--- src/common/swgc_cfg.svh ---
// Register offsets, field positions, reset values and timing constants for the
// switch global control bits. Included by the package users and the design.
`ifndef SWGC_CFG_SVH
`define SWGC_CFG_SVH

`define SWGC_ADDR_W          8
`define SWGC_OFF_CTRL_ONE    8'h03
`define SWGC_OFF_CTRL_TWO    8'h04

// Global control one fields.
`define SWGC_B_TX_FC_DIS     5
`define SWGC_B_RX_FC_DIS     4
`define SWGC_B_LEN_CHECK     3
`define SWGC_B_AGE_EN        2
`define SWGC_B_FAST_AGE      1
`define SWGC_B_AGGR_BACKOFF  0
`define SWGC_ONE_MASK        8'h3F
`define SWGC_ONE_RST_FIXED   8'h04

// Global control two fields.
`define SWGC_B_VLAN_DISCARD  7
`define SWGC_B_MC_STORM_EXCL 6
`define SWGC_B_BP_MODE       5
`define SWGC_B_FAIR_MODE     4
`define SWGC_B_NO_COLL_DROP  3
`define SWGC_TWO_MASK        8'hF8
`define SWGC_TWO_RST_FIXED   8'hF0

// Frame and aging figures.
`define SWGC_LEN_TYPE_LIMIT  16'h05DC
`define SWGC_COLL_LIMIT      5'h10
`define SWGC_FAST_AGE_US     800
`define SWGC_CLK_MHZ         100
`define SWGC_FAST_AGE_CYC    (`SWGC_FAST_AGE_US * `SWGC_CLK_MHZ)

`endif

--- src/common/swgc_pkg.sv ---
// Types shared by the switch global control bits design.
// Assumes the constants header is on the include path.
package swgc_pkg;
    typedef enum logic [1:0] {
        SWGC_RST_HOLD  = 2'b00,
        SWGC_RST_LOAD  = 2'b01,
        SWGC_RST_RUN   = 2'b10
    } swgc_phase_t;
endpackage

--- src/logic/swgc_global_ctrl.sv ---
// Switch global control bits: two 8-bit registers on the device register port,
// strap-loaded defaults, and decoded steering levels for MAC, forwarding and aging.
// Assumes a simple synchronous register port: address, write strobe, write data,
// read data valid in the same cycle. Strap pins are sampled after reset release.
`timescale 1ns/100ps
`include "swgc_cfg.svh"
// Overview of operation
// RULE1 - Rx pause off when disable bit set
// RULE2 - One strap loads both flow-control defaults
// RULE3 - Drop short length field mismatches
// RULE4 - Age entries only when enabled, default on
// RULE5 - Fast age selects 800 us period
// RULE6 - Aggressive backoff, strap default
// RULE7 - VLAN discard blocks unicast crossing
// RULE8 - Storm exclusion meters broadcast only
// RULE9 - Back pressure mode selects carrier sense
// RULE10 - Fair mode may drop non-paused source
// RULE11 - Unfair mode pauses flow-controlled source
// RULE12 - Drop after sixteen collisions unless disabled
// RULE13 - Tx pause off when disable bit set
// RULE14 - Straps sampled once at reset
module swgc_global_ctrl #(
    parameter int FAST_AGE_CYCLES = `SWGC_FAST_AGE_CYC
) (
    input  wire logic                    clk,
    input  wire logic                    sys_rst,
    input  wire logic [`SWGC_ADDR_W-1:0] regAddr,
    input  wire logic                    regWrite,
    input  wire logic [7:0]              regWdata,
    output logic      [7:0]              regRdata,
    input  wire logic                    flow_ctrl_strap_pin,
    input  wire logic                    backoff_strap_pin,
    input  wire logic                    collision_drop_strap_pin,
    input  wire logic                    anRxPause,
    input  wire logic                    anTxPause,
    input  wire logic [15:0]             frameLenType,
    input  wire logic [15:0]             framePayloadLen,
    input  wire logic [4:0]              collisionCount,
    input  wire logic [47:0]             frameDestAddr,
    input  wire logic                    frameKnownUnicast,
    input  wire logic                    congestShared,
    output logic                         rxPauseEnable,
    output logic                         txPauseEnable,
    output logic                         lengthDrop,
    output logic                         agingEnable,
    output logic [31:0]                  agePeriodFast,
    output logic                         fastAgeSelect,
    output logic                         aggressiveBackoff,
    output logic                         vlanCrossAllowed,
    output logic                         stormMeter,
    output logic                         carrierBackPressure,
    output logic                         dropNonPausedSource,
    output logic                         pauseFlowSource,
    output logic                         collisionDrop
);
    initial begin
        if (FAST_AGE_CYCLES < 1) $error("swgc_global_ctrl: FAST_AGE_CYCLES must be positive");
    end

    // Register images. The masks keep the reserved positions at zero on every
    // path, so a read never shows a bit that the logic below does not honour.
    logic [7:0] ctrlOne;
    logic [7:0] ctrlTwo;
    logic [7:0] next_ctrlOne;
    logic [7:0] next_ctrlTwo;

    // Strap capture results.
    logic [2:0] strapValue;
    logic       strapValid;

    // Straps ordered: flow control, backoff, collision drop.
    swgc_strap_latch #(
        .WIDTH (3)
    ) u_strap (
        .clk        (clk),
        .sys_rst    (sys_rst),
        .strapPins  ({flow_ctrl_strap_pin, backoff_strap_pin, collision_drop_strap_pin}),
        .strapValue (strapValue),
        .strapValid (strapValid)
    );

    // Register port decode. Both registers share one comparison so that a
    // change of the address width touches a single place.
    function automatic logic hitOffset(input logic [`SWGC_ADDR_W-1:0] addr,
                                       input logic [`SWGC_ADDR_W-1:0] off);
        hitOffset = (addr == off);
    endfunction

    wire hitOne = hitOffset(regAddr, `SWGC_OFF_CTRL_ONE);
    wire hitTwo = hitOffset(regAddr, `SWGC_OFF_CTRL_TWO);

    // A write strobe only counts while its address selects an implemented
    // register; strobes to any other offset fall through untouched.
    wire writeOne = regWrite & hitOne;
    wire writeTwo = regWrite & hitTwo;

    // Write data with the reserved positions cleared.
    wire [7:0] maskedOne = regWdata & `SWGC_ONE_MASK;
    wire [7:0] maskedTwo = regWdata & `SWGC_TWO_MASK;

    // RULE2 shared strap default
    wire [7:0] strapOne = `SWGC_ONE_RST_FIXED
                        | ({7'h00, strapValue[2]} << `SWGC_B_TX_FC_DIS)
                        | ({7'h00, strapValue[2]} << `SWGC_B_RX_FC_DIS)
                        | ({7'h00, strapValue[1]} << `SWGC_B_AGGR_BACKOFF);
    wire [7:0] strapTwo = `SWGC_TWO_RST_FIXED
                        | ({7'h00, strapValue[0]} << `SWGC_B_NO_COLL_DROP);

    // RULE14 load only once
    // The strap load wins over a write in the same cycle. Software cannot
    // reach the port that early in practice, and letting the load win keeps
    // the strapped defaults in force after every reset. The load pulse comes
    // exactly once per reset, so later pin changes never reach the registers.
    assign next_ctrlOne = strapValid ? strapOne
                        : (writeOne ? maskedOne : ctrlOne);
    assign next_ctrlTwo = strapValid ? strapTwo
                        : (writeTwo ? maskedTwo : ctrlTwo);

    // RULE4 aging default set
    // The reset images are constants; the strap-dependent bits arrive one
    // edge after the pins have been captured, together with the fixed ones.
    always_ff @(posedge clk or posedge sys_rst) begin
        if (sys_rst) begin
            ctrlOne <= `SWGC_ONE_RST_FIXED;
        end else begin
            ctrlOne <= next_ctrlOne;
        end
    end

    // Global control two storage, same scheme as the first register.
    always_ff @(posedge clk or posedge sys_rst) begin
        if (sys_rst) begin
            ctrlTwo <= `SWGC_TWO_RST_FIXED;
        end else begin
            ctrlTwo <= next_ctrlTwo;
        end
    end

    // Unmapped addresses read as zero so software can probe safely.
    // The read path is combinational: the value follows the address in the
    // same cycle and shows a write from the edge on which it was taken.
    assign regRdata = hitOne ? ctrlOne : (hitTwo ? ctrlTwo : 8'h00);

    // Field decode of global control one.
    wire txFcOff     = ctrlOne[`SWGC_B_TX_FC_DIS];
    wire rxFcOff     = ctrlOne[`SWGC_B_RX_FC_DIS];
    wire lenCheckOn  = ctrlOne[`SWGC_B_LEN_CHECK];
    wire ageOn       = ctrlOne[`SWGC_B_AGE_EN];
    wire fastAgeOn   = ctrlOne[`SWGC_B_FAST_AGE];
    wire aggrOn      = ctrlOne[`SWGC_B_AGGR_BACKOFF];

    // Field decode of global control two.
    wire vlanDiscard = ctrlTwo[`SWGC_B_VLAN_DISCARD];
    wire mcExcluded  = ctrlTwo[`SWGC_B_MC_STORM_EXCL];
    wire carrierMode = ctrlTwo[`SWGC_B_BP_MODE];
    wire fairMode    = ctrlTwo[`SWGC_B_FAIR_MODE];
    wire noCollDrop  = ctrlTwo[`SWGC_B_NO_COLL_DROP];

    // RULE1 receive pause gate
    // Negotiation decides whether the partner offered pause at all. The
    // disable bit can only take receive pause away; it never grants pause
    // to a partner that did not offer it.
    assign rxPauseEnable = anRxPause & ~rxFcOff;

    // RULE13 transmit pause gate
    // Same shape as the receive gate. The two bits share one strap default
    // but are written independently, so each direction can be tuned alone.
    assign txPauseEnable = anTxPause & ~txFcOff;

    // RULE3 length mismatch drop
    // Values at or above the limit are type codes, not lengths, and are
    // never compared. Only a short length field that disagrees with the
    // measured payload asks the receive path to drop the frame.
    wire shortLenField = frameLenType < `SWGC_LEN_TYPE_LIMIT;
    wire lenMismatch   = frameLenType != framePayloadLen;
    assign lengthDrop  = lenCheckOn & shortLenField & lenMismatch;

    // RULE4 aging gate
    // The aging engine stops while this level is low; entries already in
    // the table stay until aging is enabled again or they are rewritten.
    assign agingEnable = ageOn;

    // RULE5 fast age period
    // The period is handed over as a cycle count so that the aging engine
    // needs no knowledge of the clock rate. The count is fixed at build time;
    // only the choice between fast and normal aging is under software control.
    assign fastAgeSelect = fastAgeOn;
    assign agePeriodFast = 32'(FAST_AGE_CYCLES);

    // RULE6 aggressive backoff
    // Only half-duplex ports look at this level. It trades standard
    // back-off fairness for throughput on a busy shared segment.
    assign aggressiveBackoff = aggrOn;

    // RULE7 VLAN crossing
    // With discard set nothing crosses a port-VLAN boundary. With it clear,
    // known unicast may cross; unknown, multicast and broadcast still may not.
    assign vlanCrossAllowed = ~vlanDiscard & frameKnownUnicast;

    // RULE8 storm metering scope
    // The all-ones address is always metered. The group bit of the address
    // adds multicast frames to the metered set once exclusion is cleared.
    wire isBroadcast  = &frameDestAddr;
    wire isGroupFrame = frameDestAddr[40];
    assign stormMeter = isBroadcast | (~mcExcluded & isGroupFrame);

    // RULE9 back pressure style
    // High selects carrier-sense back pressure, low the collision style.
    assign carrierBackPressure = carrierMode;

    // RULE10 fair mode drop
    // Fair mode protects the flow-controlled port from being paused for a
    // long time by sacrificing frames of the port that cannot be paused.
    assign dropNonPausedSource = congestShared & fairMode;

    // RULE11 unfair mode pause
    // Without fair mode nothing is dropped; the flow-controlled source is
    // paused instead, which may starve it while the other port keeps sending.
    // Exactly one of the two actions is asked for under shared congestion.
    assign pauseFlowSource = congestShared & ~fairMode;

    // RULE12 excessive collision drop
    // The count input is wide enough to show the limit itself; any count at
    // or above it marks the frame as excessive.
    wire excessCollisions = collisionCount >= `SWGC_COLL_LIMIT;
    assign collisionDrop  = ~noCollDrop & excessCollisions;
endmodule

--- src/logic/swgc_strap_latch.sv ---
// Strap capture: samples the strap pins once after reset release.
// Assumes the pins are synchronous to clk and stable around reset.
`timescale 1ns/100ps
`include "swgc_cfg.svh"
module swgc_strap_latch #(
    parameter int WIDTH = 3
) (
    input  wire logic             clk,
    input  wire logic             sys_rst,
    input  wire logic [WIDTH-1:0] strapPins,
    output logic      [WIDTH-1:0] strapValue,
    output logic                  strapValid
);
    initial begin
        if (WIDTH < 1) $error("swgc_strap_latch: WIDTH must be at least 1");
    end

    swgc_pkg::swgc_phase_t phase;
    swgc_pkg::swgc_phase_t next_phase;
    wire                   takeNow = (phase == swgc_pkg::SWGC_RST_HOLD);

    always_comb begin
        unique case (phase)
            swgc_pkg::SWGC_RST_HOLD: next_phase = swgc_pkg::SWGC_RST_LOAD;
            swgc_pkg::SWGC_RST_LOAD: next_phase = swgc_pkg::SWGC_RST_RUN;
            swgc_pkg::SWGC_RST_RUN:  next_phase = swgc_pkg::SWGC_RST_RUN;
            default:                 next_phase = swgc_pkg::SWGC_RST_RUN;
        endcase
    end

    always_ff @(posedge clk or posedge sys_rst) begin
        if (sys_rst) begin
            phase <= swgc_pkg::SWGC_RST_HOLD;
        end else begin
            phase <= next_phase;
        end
    end

    // RULE14 sample once
    always_ff @(posedge clk or posedge sys_rst) begin
        if (sys_rst) begin
            strapValue <= '0;
        end else if (takeNow) begin
            strapValue <= strapPins;
        end
    end

    assign strapValid = (phase == swgc_pkg::SWGC_RST_LOAD);
endmodule
--- config.mk ---
export PLATFORM = sky130hd
export DESIGN_NAME = swgc_global_ctrl
export DESIGN_NICKNAME = d
export VERILOG_FILES = /design/src/common/swgc_pkg.sv /design/src/logic/swgc_global_ctrl.sv /design/src/logic/swgc_strap_latch.sv
export VERILOG_INCLUDE_DIRS = /design/src /design/src/common
export SDC_FILE = /design/constraint.sdc
export NUM_CORES = 1
export LEC_CHECK = 0
export ABC_AREA = 1
export BUFFER_PORTS_ARGS = -buffer_cell sky130_fd_sc_hd__buf_2
export CELL_PAD_IN_SITES_DETAIL_PLACEMENT = 0
export CELL_PAD_IN_SITES_GLOBAL_PLACEMENT = 1
export CORE_MARGIN = 5
export CORE_UTILIZATION = 22
export CTS_BUF_LIST = sky130_fd_sc_hd__clkbuf_4 sky130_fd_sc_hd__clkbuf_8
export CTS_CLUSTER_SIZE = 40
export DETAILED_ROUTE_END_ITERATION = 8
export PLACE_DENSITY = 0.8
export SLEW_MARGIN = 20
export SYNTH_ARGS = -nofsm -noshare
export SYNTH_HDL_FRONTEND = slang
export SYNTH_SLANG_ARGS = --single-unit
--- constraint.sdc ---
create_clock -name clk -period 1.4 [get_ports clk]
set_input_delay 0 -clock clk [delete_from_list [all_inputs] [get_ports clk]]
set_output_delay 0 -clock clk [all_outputs]
set_load 0.05 [all_outputs]
Word-level counts from Yosys, hierarchy flattened. Cells that the tools add are included.

Bitwise gates (word level): 20. Equality and inequality tests: 4. Multiplexer cells: 7. Order comparisons: 2. Reductions and logical operators: 4.

Operator list (number): $mux W8 (6); $reduce_and A48 Y1 (1); $lt A16 B11 Y1 const B (1); $ne A16 B16 Y1 (1); $and A1 B1 Y1 (11); $eq A8 B2 Y1 const B (1); $eq A8 B3 Y1 const B (1); $not A1 Y1 (6); $or A6 B1 Y6 (1); $or A6 B5 Y6 (1); $ge A5 B5 Y1 const B (1); $reduce_bool A2 Y1 (2); $eq A2 B1 Y1 const B (1); $logic_not A2 Y1 (1); $mux W2 (1); $or A1 B1 Y1 (1).

Register bits: 21. Word-level logic and storage cells: 41. Input port bits: 111. Output and inout bits: 52.

Longest topological paths before layout. Gate-level depths: netlist of the first run.

Word-level depth: 4. Depth in mapped cells: 7. Mapped depth without buffers: 7.

Hierarchy. Synthesis of the first run repeated with hierarchy kept, for this count alone.

Cells, all modules: 291. Area, all modules: 1715.4 um^2.

By module, submodules not included: swgc_global_ctrl (seq. area each 281.5 um^2, times used 1, cells an instance 272, area each 1526.5 um^2); swgc_strap_latch (seq. area each 125.1 um^2, times used 1, cells an instance 19, area each 188.9 um^2).

Worst setup path before layout of the first run. Ideal clock, no wire load.

Path type: input port to output port. From: input regAddr[7]. To: output regRdata[3]. Data required time: 1.400 ns. Arrival time: 1.549 ns. Path slack: -0.149 ns. Stages: 5. Cell sequence: nor2_1 nand3_2 nor2_4 inv_1 o21ai_0.

Cells in the longest elaborated chain, start to end: 3. Elaborated cells between the ends (all ways): 4.

RTL lines: start: declaration (line swgc_global_ctrl.sv:27) `` input wire logic [`SWGC_ADDR_W-1:0] regAddr, ``; $eq A8 B3 Y1 (line swgc_global_ctrl.sv:86) `hitOffset = (addr == off);`; $mux W8 (line swgc_global_ctrl.sv:142) `assign regRdata = hitOne ? ctrlOne : (hitTwo ? ctrlTwo : 8'h00);`; $mux W8 * (line swgc_global_ctrl.sv:142); end: declaration (line swgc_global_ctrl.sv:30) `output logic [7:0] regRdata,`.

Every way passes the cells marked *; elsewhere a longest branch is shown, timed or not.

Worst setup path in the final report of the first run.
From: register ctrlOne[3]. To: output lengthDrop.

Cells in the longest elaborated chain, start to end: 2.

RTL lines: start: declaration (line swgc_global_ctrl.sv:62) `logic [7:0] ctrlOne;`; start signal: assignment (line swgc_global_ctrl.sv:124) `` ctrlOne <= `SWGC_ONE_RST_FIXED; ``; start signal: assignment (line swgc_global_ctrl.sv:126) `ctrlOne <= next_ctrlOne;`; $and A1 B1 Y1 (2 in series) (line swgc_global_ctrl.sv:176) `assign lengthDrop = lenCheckOn & shortLenField & lenMismatch;`; end: declaration (line swgc_global_ctrl.sv:44) `output logic lengthDrop,`.

No other way between the ends.

==> results of run 1 <==
==> layer usage <==
metal | track usage [%] | vias up | part of all wire (%)
met5 | 0 | - | 0
met4 | 3.73 | 0 | 3.3
met3 | 1.44 | 14 | 5.0
met2 | 19.1 | 59 | 51
met1 | 12.5 | 835 | 41
li1 | - | 1069 | -
==> sequential cells by signal, summed over array words and instances, names as in the netlist <==
register / flops
ctrlOne: 6
ctrlTwo: 5
u_strap.phase: 2
u_strap.strapValue: 3
==> final timing paths <==
check	startpoint	end	slack (ns)	depth (start not counted)
min in group asynchronous	sys_rst	ctrlOne[5]	0.38	3
worst max register to register	u_strap.phase[1]	ctrlTwo[3]	0.25	6
worst min register to register	u_strap.strapValue[2]	u_strap.strapValue[2]	0.48	2
worst max-delay path	ctrlOne[3]	lengthDrop	0.13	5
worst min-delay path	regWdata[1]	ctrlOne[1]	0.006	3
max in group asynchronous	sys_rst	u_strap.strapValue[2]	0.62	3
==> kinds of logic after synthesis <==
| logic type | Yosys count | share of synthesized area [%] |
|---|---|---|
| AO/OA/AOI/OAI | 14 | 4.29 |
| AND/OR/NAND/NOR | 168 | 44.3 |
| buffers and inverters | 86 | 26.4 |
| flip-flops | 16 | 24.1 |
| XOR/XNOR | 1 | 0.518 |
| other | 2 | 0.444 |
==> power groups by stage <==
stage | Combinational, W | Sequential, W | Clock [W]
2_1_floorplan | 0.000437 | 0.000548 | 0
3_3_place_gp | 0.000592 | 0.000528 | 0
3_5_place_dp | 0.000597 | 0.000529 | 0
4_1_cts | 0.000616 | 0.000521 | 0.000423
5_1_grt | 0.000676 | 0.000524 | 0.000452
6_report | 0.000617 | 0.000520 | 0.000411
==> repair_timing <==
item,in CTS,in global routing
endpoints found under the hold margin,18,0
hold buffers,8,0
resized for setup,0,3
setup endpoints to repair,0,1
==> worst min-delay path, cell delays in order <==
cell     delay (ns)
buf_2          0.10
nand4_1        0.07
o21ai_1        0.05
==> cells in the mapped netlist (5+ instances only) <==
cell / count / share of area (%)
nand2_1: 90 / 20
inv_1: 51 / 11
nor2_1: 43 / 9.5
buf_4: 33 / 15
nand3_1: 13 / 3.8
dfrtp_1: 11 / 16
nand4_1: 8 / 3.0
o21ai_0: 7 / 2.1
dfstp_2: 5 / 7.8
o21ai_1: 5 / 1.5
==> placed cells by master, fill, tap and decap left out, types with 2 or more instances in the layout <==
cell / synthesis / layout
buf_2: 0 / 125
clkbuf_8: 0 / 4
conb_1: 2 / 32
dfrtp_1: 11 / 11
dfstp_2: 5 / 5
dlygate4sd3_1: 0 / 8
inv_1: 51 / 51
inv_2: 2 / 2
nand2_1: 90 / 90
nand2_4: 2 / 2
nand3_1: 13 / 13
nand3_2: 2 / 2
nand4_1: 8 / 8
nor2_1: 43 / 42
nor2_2: 1 / 2
nor2_4: 2 / 2
nor3_1: 2 / 2
o21ai_0: 7 / 6
o21ai_1: 5 / 6
==> through the flow <==
stage               power (W)  utilization, %  hold slack (ns)  setup slack (ns)
floorplan            0.000985               -          -0.0898           0.00913
global placement      0.00112            30.4           0.0897             0.265
detailed placement    0.00113            30.4           0.0968             0.236
CTS                   0.00156            32.2          0.00265            0.0259
global route          0.00165            32.3           0.0144            0.0392
finish                0.00155            32.3          0.00571             0.125
==> final cells by class <==
class	count	area, sq um	share of cell area [%]
Multi-Input combinational cell	215	957	38.9
Timing Repair Buffer	134	713	29.0
Clock buffer	4	55.1	2.24
Sequential cell	16	407	16.5
Tap cell	102	128	5.19
Inverter	53	199	8.09
==> results.yml, run 1 <==
status:
  outcome: "complete, no violations"
drt:
  avgRoutedWirePerCell_microns: 10.2
  dr.first_iter.drc_count: 33
  routed_wl_microns: 5350
  drc: 0
  antenna_left: 0
  vias_per_cell: 3.77
  dr_total_vias: 1977
  firstDrtPassIters: 4
yosys:
  ys_ff_latch: 16
  netlist_instances: 287
  synth.yosys.seq_area_share_pct: 24.1
  ys_warn_count: 0
  yosysUniqueCellTypes: 25
  ys.flop_type: "dfrtp_1"
  async_flop_share_pct: 100
  synth_enable_flop_cells: 0
  syn_avg_cell_area_sq_um: 5.89
  syn_area_sq_um: 1690
timing:
  rsz0062_at_grt: "false"
  hold_violations: 0
  skew_ns: 0.00637
  fin_tns_setup_ns: 0
  report.final.slew_viol_count: 0
  slew_headroom_pct: 58.8
  tightestPinTransition_ns: 0.617
  min_period_ns: 1.27
  setup_viol: 0
  timing.final.crit_share_pct: 91.1
  max_freq_mhz: 784
global_routing:
  grt_pass1_vias: 1924
  antenna_found_initial: 0
  overflow: 0
  grt_start_max_net_pins: 18
  grt_pass1_wl_microns: 8400
  grt_usage_pct: 10.5
power:
  p_sw_share_pct: 39.3
  leakage_nw: 1.55
  pwr-share-seq_pct: 33.6
  power_switching_w: 0.000608
  p_int_w: 0.000939
  peakVddDrop_v: 0.000433
  p_comb_share_pct: 39.8
  clkPwrFrac_pct: 26.5
  power_per_cell_area_nw_per_um2: 629
critical_path:
  critical_path_class: "reg -> out"
  cp.arrival_ns: 1.27
  crit_slowest_cell: "dfrtp_1"
  cp.buffers_inverters: 2
  max_stage_delay_ns: 0.36
  path_delay_family: "flip-flops"
  crit_fanout: 2
  crit_required_ns: 1.40
  end_kind: "output pin"
  crit_chain: "inv_1 -> a211oi_2 -> nand3_1 -> a21oi_1 -> buf_4"
  critPathLaunchType: "flip-flop"
place:
  placed_area_sq_um: 2320
  place_congestion: 0.828
  port_buffers: 126
  dp.final_hpwl_microns: 4760
  placed_cells: 512
floorplanning:
  die_w_microns: 97.7
  start_util_pct: 22.2
  core_sq_um: 7610
  rows: 32
  dieArea_sq_um: 9540
  ioPinCount: 163
  die_h_microns: 97.7
finish:
  nFillCells: 887
  drive_gt1_share_pct: 35.5
  finalInstanceArea_sq_um: 2460
  fin_nets: 534
  num_antenna_cells: 0
  final_cells: 524
  area_delta_synth_final_pct: 45.4
min_path:
  hold_path_class: "in -> reg"
flow_run:
  drv_cap: 0
clock_network:
  cts_num_sinks: 16
  cts_buffer_depth: 2
  clk_pin_slew_ns: 0.07
  cts_root_buf: "clkbuf_8"
  cts_buffers: 3
  cts_setup_buffers: 0
  cts_max_level: 1
  cts_tree: "yes"
  clk_latency_ns: 0.25
Power figures use the tool's default switching activity.
==> run 2: changes to the inputs <==
--- a/config.mk
+++ b/config.mk
@@ -11,12 +11,13 @@
 export CELL_PAD_IN_SITES_DETAIL_PLACEMENT = 0
 export CELL_PAD_IN_SITES_GLOBAL_PLACEMENT = 1
 export CORE_MARGIN = 5
-export CORE_UTILIZATION = 22
+export CORE_UTILIZATION = 23
 export CTS_BUF_LIST = sky130_fd_sc_hd__clkbuf_4 sky130_fd_sc_hd__clkbuf_8
 export CTS_CLUSTER_SIZE = 40
 export DETAILED_ROUTE_END_ITERATION = 8
-export PLACE_DENSITY = 0.8
+export PLACE_DENSITY = 0.82
 export SLEW_MARGIN = 20
 export SYNTH_ARGS = -nofsm -noshare
 export SYNTH_HDL_FRONTEND = slang
+export SYNTH_HIERARCHICAL = 1
 export SYNTH_SLANG_ARGS = --single-unit
==> constraint.sdc (replaced) <==
create_clock -name clk -period 1.4 [get_ports clk]
set_input_delay 0.21 -clock clk [delete_from_list [all_inputs] [get_ports clk]]
set_output_delay 0.21 -clock clk [all_outputs]
set_load 0.05 [all_outputs]
==> results.yml, run 2 <==
status:
  outcome: "finished, violations left"
  violations: "setup timing"
power:
  finalPower_w: 0.00149
  leakage_nw: 1.55
  peakVddDrop_v: 0.000428
  power_per_cell_area_nw_per_um2: 593
timing:
  hold_violations: 0
  rsz0062_at_grt: "true"
  timing.final.crit_share_pct: 102
  min_period_ns: 1.42
  report.final.slew_viol_count: 0
  setup_viol: 1
  max_freq_mhz: 702
  skew_ns: 0.00461
  timing.final.ws_setup_ns: -0.0250
floorplanning:
  ioPinCount: 163
  die_w_microns: 96.4
  dieArea_sq_um: 9290
  start_util_pct: 23.7
  core_sq_um: 7250
  die_h_microns: 96.4
  rows: 31
finish:
  largestRegisters: "ctrlOne: 6 flops, ctrlTwo: 5 flops, u_strap/strapValue: 3 flops"
  largest_register_ffs: 6
  finalInstanceArea_sq_um: 2510
  num_antenna_cells: 0
  drive_gt1_share_pct: 38.9
  area_delta_synth_final_pct: 46.5
  fin_nets: 534
  mostFrequentLayoutCell: "buf_2"
  regMostFlops: "ctrlOne"
  mostFrequentLayoutCells: "buf_2 (115), nand2_1 (89), inv_1 (51), nor2_1 (39), conb_1 (32)"
clock_network:
  clk_pin_slew_ns: 0.06
  cts_max_level: 1
  clk_latency_ns: 0.24
  cts_tree: "yes"
  cts_buffer_depth: 2
  cts_num_sinks: 16
  cts_buffers: 3
  cts_root_buf: "clkbuf_8"
yosys:
  ys_warn_count: 6
  synthTopCellsByArea: "nand2_1 (19%), dfrtp_1 (16%), buf_4 (14%)"
  synth.largest_area_cell: "nand2_1"
  ys.flop_type: "dfrtp_1"
  syn_avg_cell_area_sq_um: 5.89
  yosysUniqueCellTypes: 25
  async_flop_share_pct: 100
  synthMostInstantiatedCell: "nand2_1"
  synthTopCellsByCount: "nand2_1 (89), inv_1 (53), nor2_1 (44), buf_4 (32), nand3_1 (14)"
  syn_area_sq_um: 1720
  ys_ff_latch: 16
  yosysTopAreaCellShare_pct: 19.5
  synth.yosys.seq_area_share_pct: 23.7
  netlist_instances: 291
  synth_enable_flop_cells: 0
place:
  dp.final_hpwl_microns: 4930
  port_buffers: 126
  placed_area_sq_um: 2380
  place_congestion: 0.805
  post-place-ws_ns: -0.0245
critical_path:
  r2r_end: "ctrlOne[4]"
  critical_path_class: "reg -> out"
  rrSetupSlack_ns: 0.20
  end_kind: "output pin"
  critPathLaunchType: "flip-flop"
  crit_required_ns: 1.19
  r2r-start: "u_strap/phase[0]"
  crit_fanout: 2
  cp.arrival_ns: 1.21
  worst-r2r-cell-count: 7
min_path:
  min_path_cells: 3
  holdPathEnd: "u_strap/strapValue[1]"
  min_from: "backoff_strap_pin"
  hold_path_class: "in -> reg"
flow_run:
  drv_cap: 0
global_routing:
  grt_usage_pct: 10.4
  top_usage_layer: "met2"
  grt_pass1_vias: 1698
  grt_use_met2_pct: 18.5
  overflow: 0
  gr-usage-met3_pct: 1.17
  antenna_found_initial: 0
  grt_start_max_net_pins: 14
  grt_pass1_wl_microns: 7720
  grtUsageMet1_pct: 13.8
drt:
  dr_total_vias: 1961
  avgRoutedWirePerCell_microns: 10.4
  antenna_left: 0
  firstDrtPassIters: 4
  routed_wl_microns: 5430
  dr.first_iter.drc_count: 27
  vias_per_cell: 3.76
  drc: 0
run 2: how the worst max path moves through the flow:
stage	from	endpoint	slack, ns	cells past startpoint
finish	ctrlOne[3]	lengthDrop	-0.02	5
floorplan	ctrlOne[0]	regRdata[0]	-0.19	2
global route	ctrlOne[3]	lengthDrop	-0.14	5
global placement	regAddr[2]	regRdata[3]	-0.02	7
CTS	ctrlOne[3]	lengthDrop	-0.04	5
detailed placement	regAddr[7]	regRdata[3]	-0.02	7
run 2: kinds of logic after synthesis:
kind of cell	synth area share [%]
AND/OR/NAND/NOR	43.5
flip-flops	23.7
XOR/XNOR	0.511
AO/OA/AOI/OAI	5.25
other	0.438
buffers and inverters	26.6
run 2: layout make-up:
cell class / instances / area (sq um)
fillers: 824 / 4740
repair buffers: 131 / 728
clock buffers: 4 / 48.8
well taps: 99 / 124
flip-flops and latches: 16 / 407
multi-input cells: 216 / 995
inverters: 55 / 211
run 2: worst max-delay path, cell delays in order (launching register included):
cell and delay, ns:
dfrtp_1 0.37, inv_2 0.05, a211oi_2 0.14, nand3_1 0.11, a21oi_2 0.13, buf_6 0.17
run 2: stage by stage:
stage / setup TNS (ns) / hold WS, ns / util [%] / std cells
floorplan: -0.585 / -0.0115 / - / 321
global placement: -0.0207 / 0.120 / 32.8 / 516
detailed placement: -0.0272 / 0.126 / 32.8 / 516
CTS: -0.0397 / 0.157 / 34.1 / 521
global route: -0.217 / 0.173 / 34.7 / 521
finish: -0.0250 / 0.165 / 34.7 / 521
run 2: layer usage:
layer	vias to the layer above	wire [microns]
met1	833	2240
met3	2	346
met2	54	2840
met5	-	0
li1	1072	-
met4	0	8
run 2: timing repair:
| action | in CTS | in global routing |
|---|---|---|
| pin swaps | 1 | 3 |
| endpoints found under the hold margin | 11 | 0 |
| setup endpoints to repair | 6 | 11 |
| hold buffers | 1 | 0 |
| buffers inserted | 0 | 0 |
| resized for setup | 12 | 18 |
run 2: where the power goes:
| part | total [W] | internal (W) | switching, W |
|---|---|---|---|
| registers | 0.000519 | 0.000497 | 0.0000223 |
| clock network | 0.000362 | 0.000220 | 0.000142 |
| logic | 0.000609 | 0.000185 | 0.000424 |
==> run 3: changes to the inputs <==
--- a/config.mk
+++ b/config.mk
@@ -6,16 +6,15 @@
 export SDC_FILE = /design/constraint.sdc
 export NUM_CORES = 1
 export LEC_CHECK = 0
-export ABC_AREA = 1
 export BUFFER_PORTS_ARGS = -buffer_cell sky130_fd_sc_hd__buf_2
 export CELL_PAD_IN_SITES_DETAIL_PLACEMENT = 0
 export CELL_PAD_IN_SITES_GLOBAL_PLACEMENT = 1
 export CORE_MARGIN = 5
-export CORE_UTILIZATION = 23
+export CORE_UTILIZATION = 22
 export CTS_BUF_LIST = sky130_fd_sc_hd__clkbuf_4 sky130_fd_sc_hd__clkbuf_8
 export CTS_CLUSTER_SIZE = 40
 export DETAILED_ROUTE_END_ITERATION = 8
-export PLACE_DENSITY = 0.82
+export PLACE_DENSITY = 0.8
 export SLEW_MARGIN = 20
 export SYNTH_ARGS = -nofsm -noshare
 export SYNTH_HDL_FRONTEND = slang
==> results.yml, run 3 <==
power:
  p_int_w: 0.000943
  power_switching_w: 0.000558
  p_comb_share_pct: 40.9
  clkPwrFrac_pct: 24.6
  power_per_cell_area_nw_per_um2: 608
  pwr-share-seq_pct: 34.6
  p_sw_share_pct: 37.2
  peakVddDrop_v: 0.000399
  leakage_nw: 1.22
drt:
  dr.first_iter.drc_count: 40
  dr_total_vias: 1633
  drc: 0
  routed_wl_microns: 5180
  vias_per_cell: 4.24
  avgRoutedWirePerCell_microns: 13.5
  firstDrtPassIters: 4
  antenna_left: 0
clock_network:
  cts_tree: "yes"
  cts_num_sinks: 16
  cts_root_buf: "clkbuf_8"
  clk_pin_slew_ns: 0.06
  cts_buffer_depth: 2
  clk_latency_ns: 0.24
  cts_max_level: 1
  cts_buffers: 3
global_routing:
  grt_start_max_net_pins: 20
  antenna_found_initial: 0
  overflow: 0
  grt_pass1_vias: 1581
  grt_pass1_wl_microns: 7820
  grt_usage_pct: 11.3
yosys:
  yosysTopAreaCellShare_pct: 18.8
  synth.yosys.seq_area_share_pct: 27.8
  yosysUniqueCellTypes: 30
  ys_ff_latch: 16
  syn_avg_cell_area_sq_um: 8.65
  syn_area_sq_um: 1460
  synthMostInstantiatedCell: "buf_4"
  ys_warn_count: 6
  synthTopCellsByCount: "buf_4 (32), nand4_1 (17), xnor2_1 (16), a21oi_1 (11), dfrtp_1 (11)"
  synth.largest_area_cell: "dfrtp_1"
  synth_enable_flop_cells: 0
  netlist_instances: 169
  async_flop_share_pct: 100
  ys.flop_type: "dfrtp_1"
  synthTopCellsByArea: "dfrtp_1 (19%), buf_4 (16%), xnor2_1 (9.6%)"
floorplanning:
  rows: 29
  die_h_microns: 91.5
  core_sq_um: 6420
  start_util_pct: 22.8
  ioPinCount: 163
  dieArea_sq_um: 8380
  die_w_microns: 91.5
finish:
  regMostFlops: "ctrlOne"
  finalCoreUtilization_pct: 38.4
  largest_register_ffs: 6
  largestRegisters: "ctrlOne: 6 flops, ctrlTwo: 5 flops, u_strap/strapValue: 3 flops"
  fin_nets: 420
  num_antenna_cells: 0
  finalInstanceArea_sq_um: 2470
  mostFrequentLayoutCells: "buf_2 (104), conb_1 (32), nand4_1 (17), xnor2_1 (15), buf_6 (15)"
  area_delta_synth_final_pct: 68.8
  drive_gt1_share_pct: 56.8
  mostFrequentLayoutCell: "buf_2"
timing:
  min_period_ns: 1.39
  setup_viol: 0
  skew_ns: 0.00165
  report.final.slew_viol_count: 0
  max_freq_mhz: 719
  timing.final.crit_share_pct: 99.3
  rsz0062_at_grt: "true"
  hold_violations: 0
flow_run:
  drv_cap: 0
critical_path:
  end_kind: "output pin"
  cp.arrival_ns: 1.18
  critPathLaunchType: "input port"
  crit_required_ns: 1.19
  crit_fanout: 6
  critical_path_class: "in -> out"
status:
  outcome: "complete, no violations"
place:
  place_congestion: 0.786
  dp.final_hpwl_microns: 4330
  port_buffers: 126
  placed_area_sq_um: 2110
min_path:
  hold_path_class: "in -> reg"
[run 3: changes by cell type after synthesis, moves of 10 or more]
| cell | delta |
|---|---|
| inv_1 | -49 |
| nor2_1 | -37 |
| nand2_1 | -82 |
| xnor2_1 | +16 |
| a21oi_1 | +10 |
| nand4_1 | +10 |
| nand3_1 | -10 |
[run 3: worst max-delay path, stage by stage]
cell and delay (ns):
buf_8 0.11, nor4b_4 0.25, and3_4 0.22, buf_8 0.12
and2_4 0.14, buf_8 0.14
[run 3: worst paths after layout]
check / end / depth (start not counted) / startpoint / slack, ns
max in group asynchronous: ctrlTwo[7] / 3 / sys_rst / 0.55
min: u_strap/strapValue[1] / 2 / backoff_strap_pin / 0.19
min in group asynchronous: u_strap/strapValue[1] / 3 / sys_rst / 0.40
max: regRdata[6] / 6 / regAddr[4] / 0.009
max reg2reg: ctrlOne[4] / 3 / u_strap/phase[1] / 0.17
min reg2reg: u_strap/phase[0] / 1 / u_strap/phase[0] / 0.50
[run 3: power by group through the flow]
stage          Clock (W)  Combinational [W]  Sequential [W]
3_3_place_gp           0           0.000562        0.000523
5_1_grt         0.000408           0.000654        0.000524
6_report        0.000369           0.000614        0.000519
3_5_place_dp           0           0.000566        0.000524
4_1_cts         0.000386           0.000591        0.000517
2_1_floorplan          0           0.000410        0.000541
[run 3: metal layers]
layer  track usage (%)  share of wire [%]
met1              13.0                 35
met2              19.8                 53
met3              4.13                9.9
met4              2.89                2.0
met5                 0                  0
[run 3: repair_timing]
action,CTS,global route
setup buffers,0,4
pin swaps,8,14
resized for setup,37,23
hold endpoints to repair,11,0
setup endpoints to repair,10,11
hold buffers,1,0
[run 3: cell families after synthesis]
kind of cell	Yosys count	synth area share (%)
buffers and inverters	40	19.6
xor gates and xnor gates	16	9.58
DFF	16	27.8
and+or+nand+nor	72	31.4
other	2	0.513
AOI/OAI and AO/OA	20	8.04
muxes	3	3.08
[run 3: layout make-up]
class / instances / area, sq um
Inverter: 4 / 15.0
Sequential cell: 16 / 407
Tap cell: 77 / 96.3
Fill cell: 689 / 3950
Timing Repair Buffer: 141 / 910
Multi-Input combinational cell: 143 / 992
Clock buffer: 4 / 48.8
[run 3: per-stage QoR]
step	TNS [ns]	hold WS [ns]	power, W	cells	setup WS, ns
CTS	-0.0752	0.181	0.00149	381	-0.0247
detailed placement	-1.18	0.129	0.00109	376	-0.212
global route	-0.282	0.189	0.00159	385	-0.0557
finish	0	0.190	0.00150	385	0.00943
floorplan	-0.0902	-0.0115	0.000951	199	-0.0902
global placement	-0.963	0.123	0.00108	376	-0.207
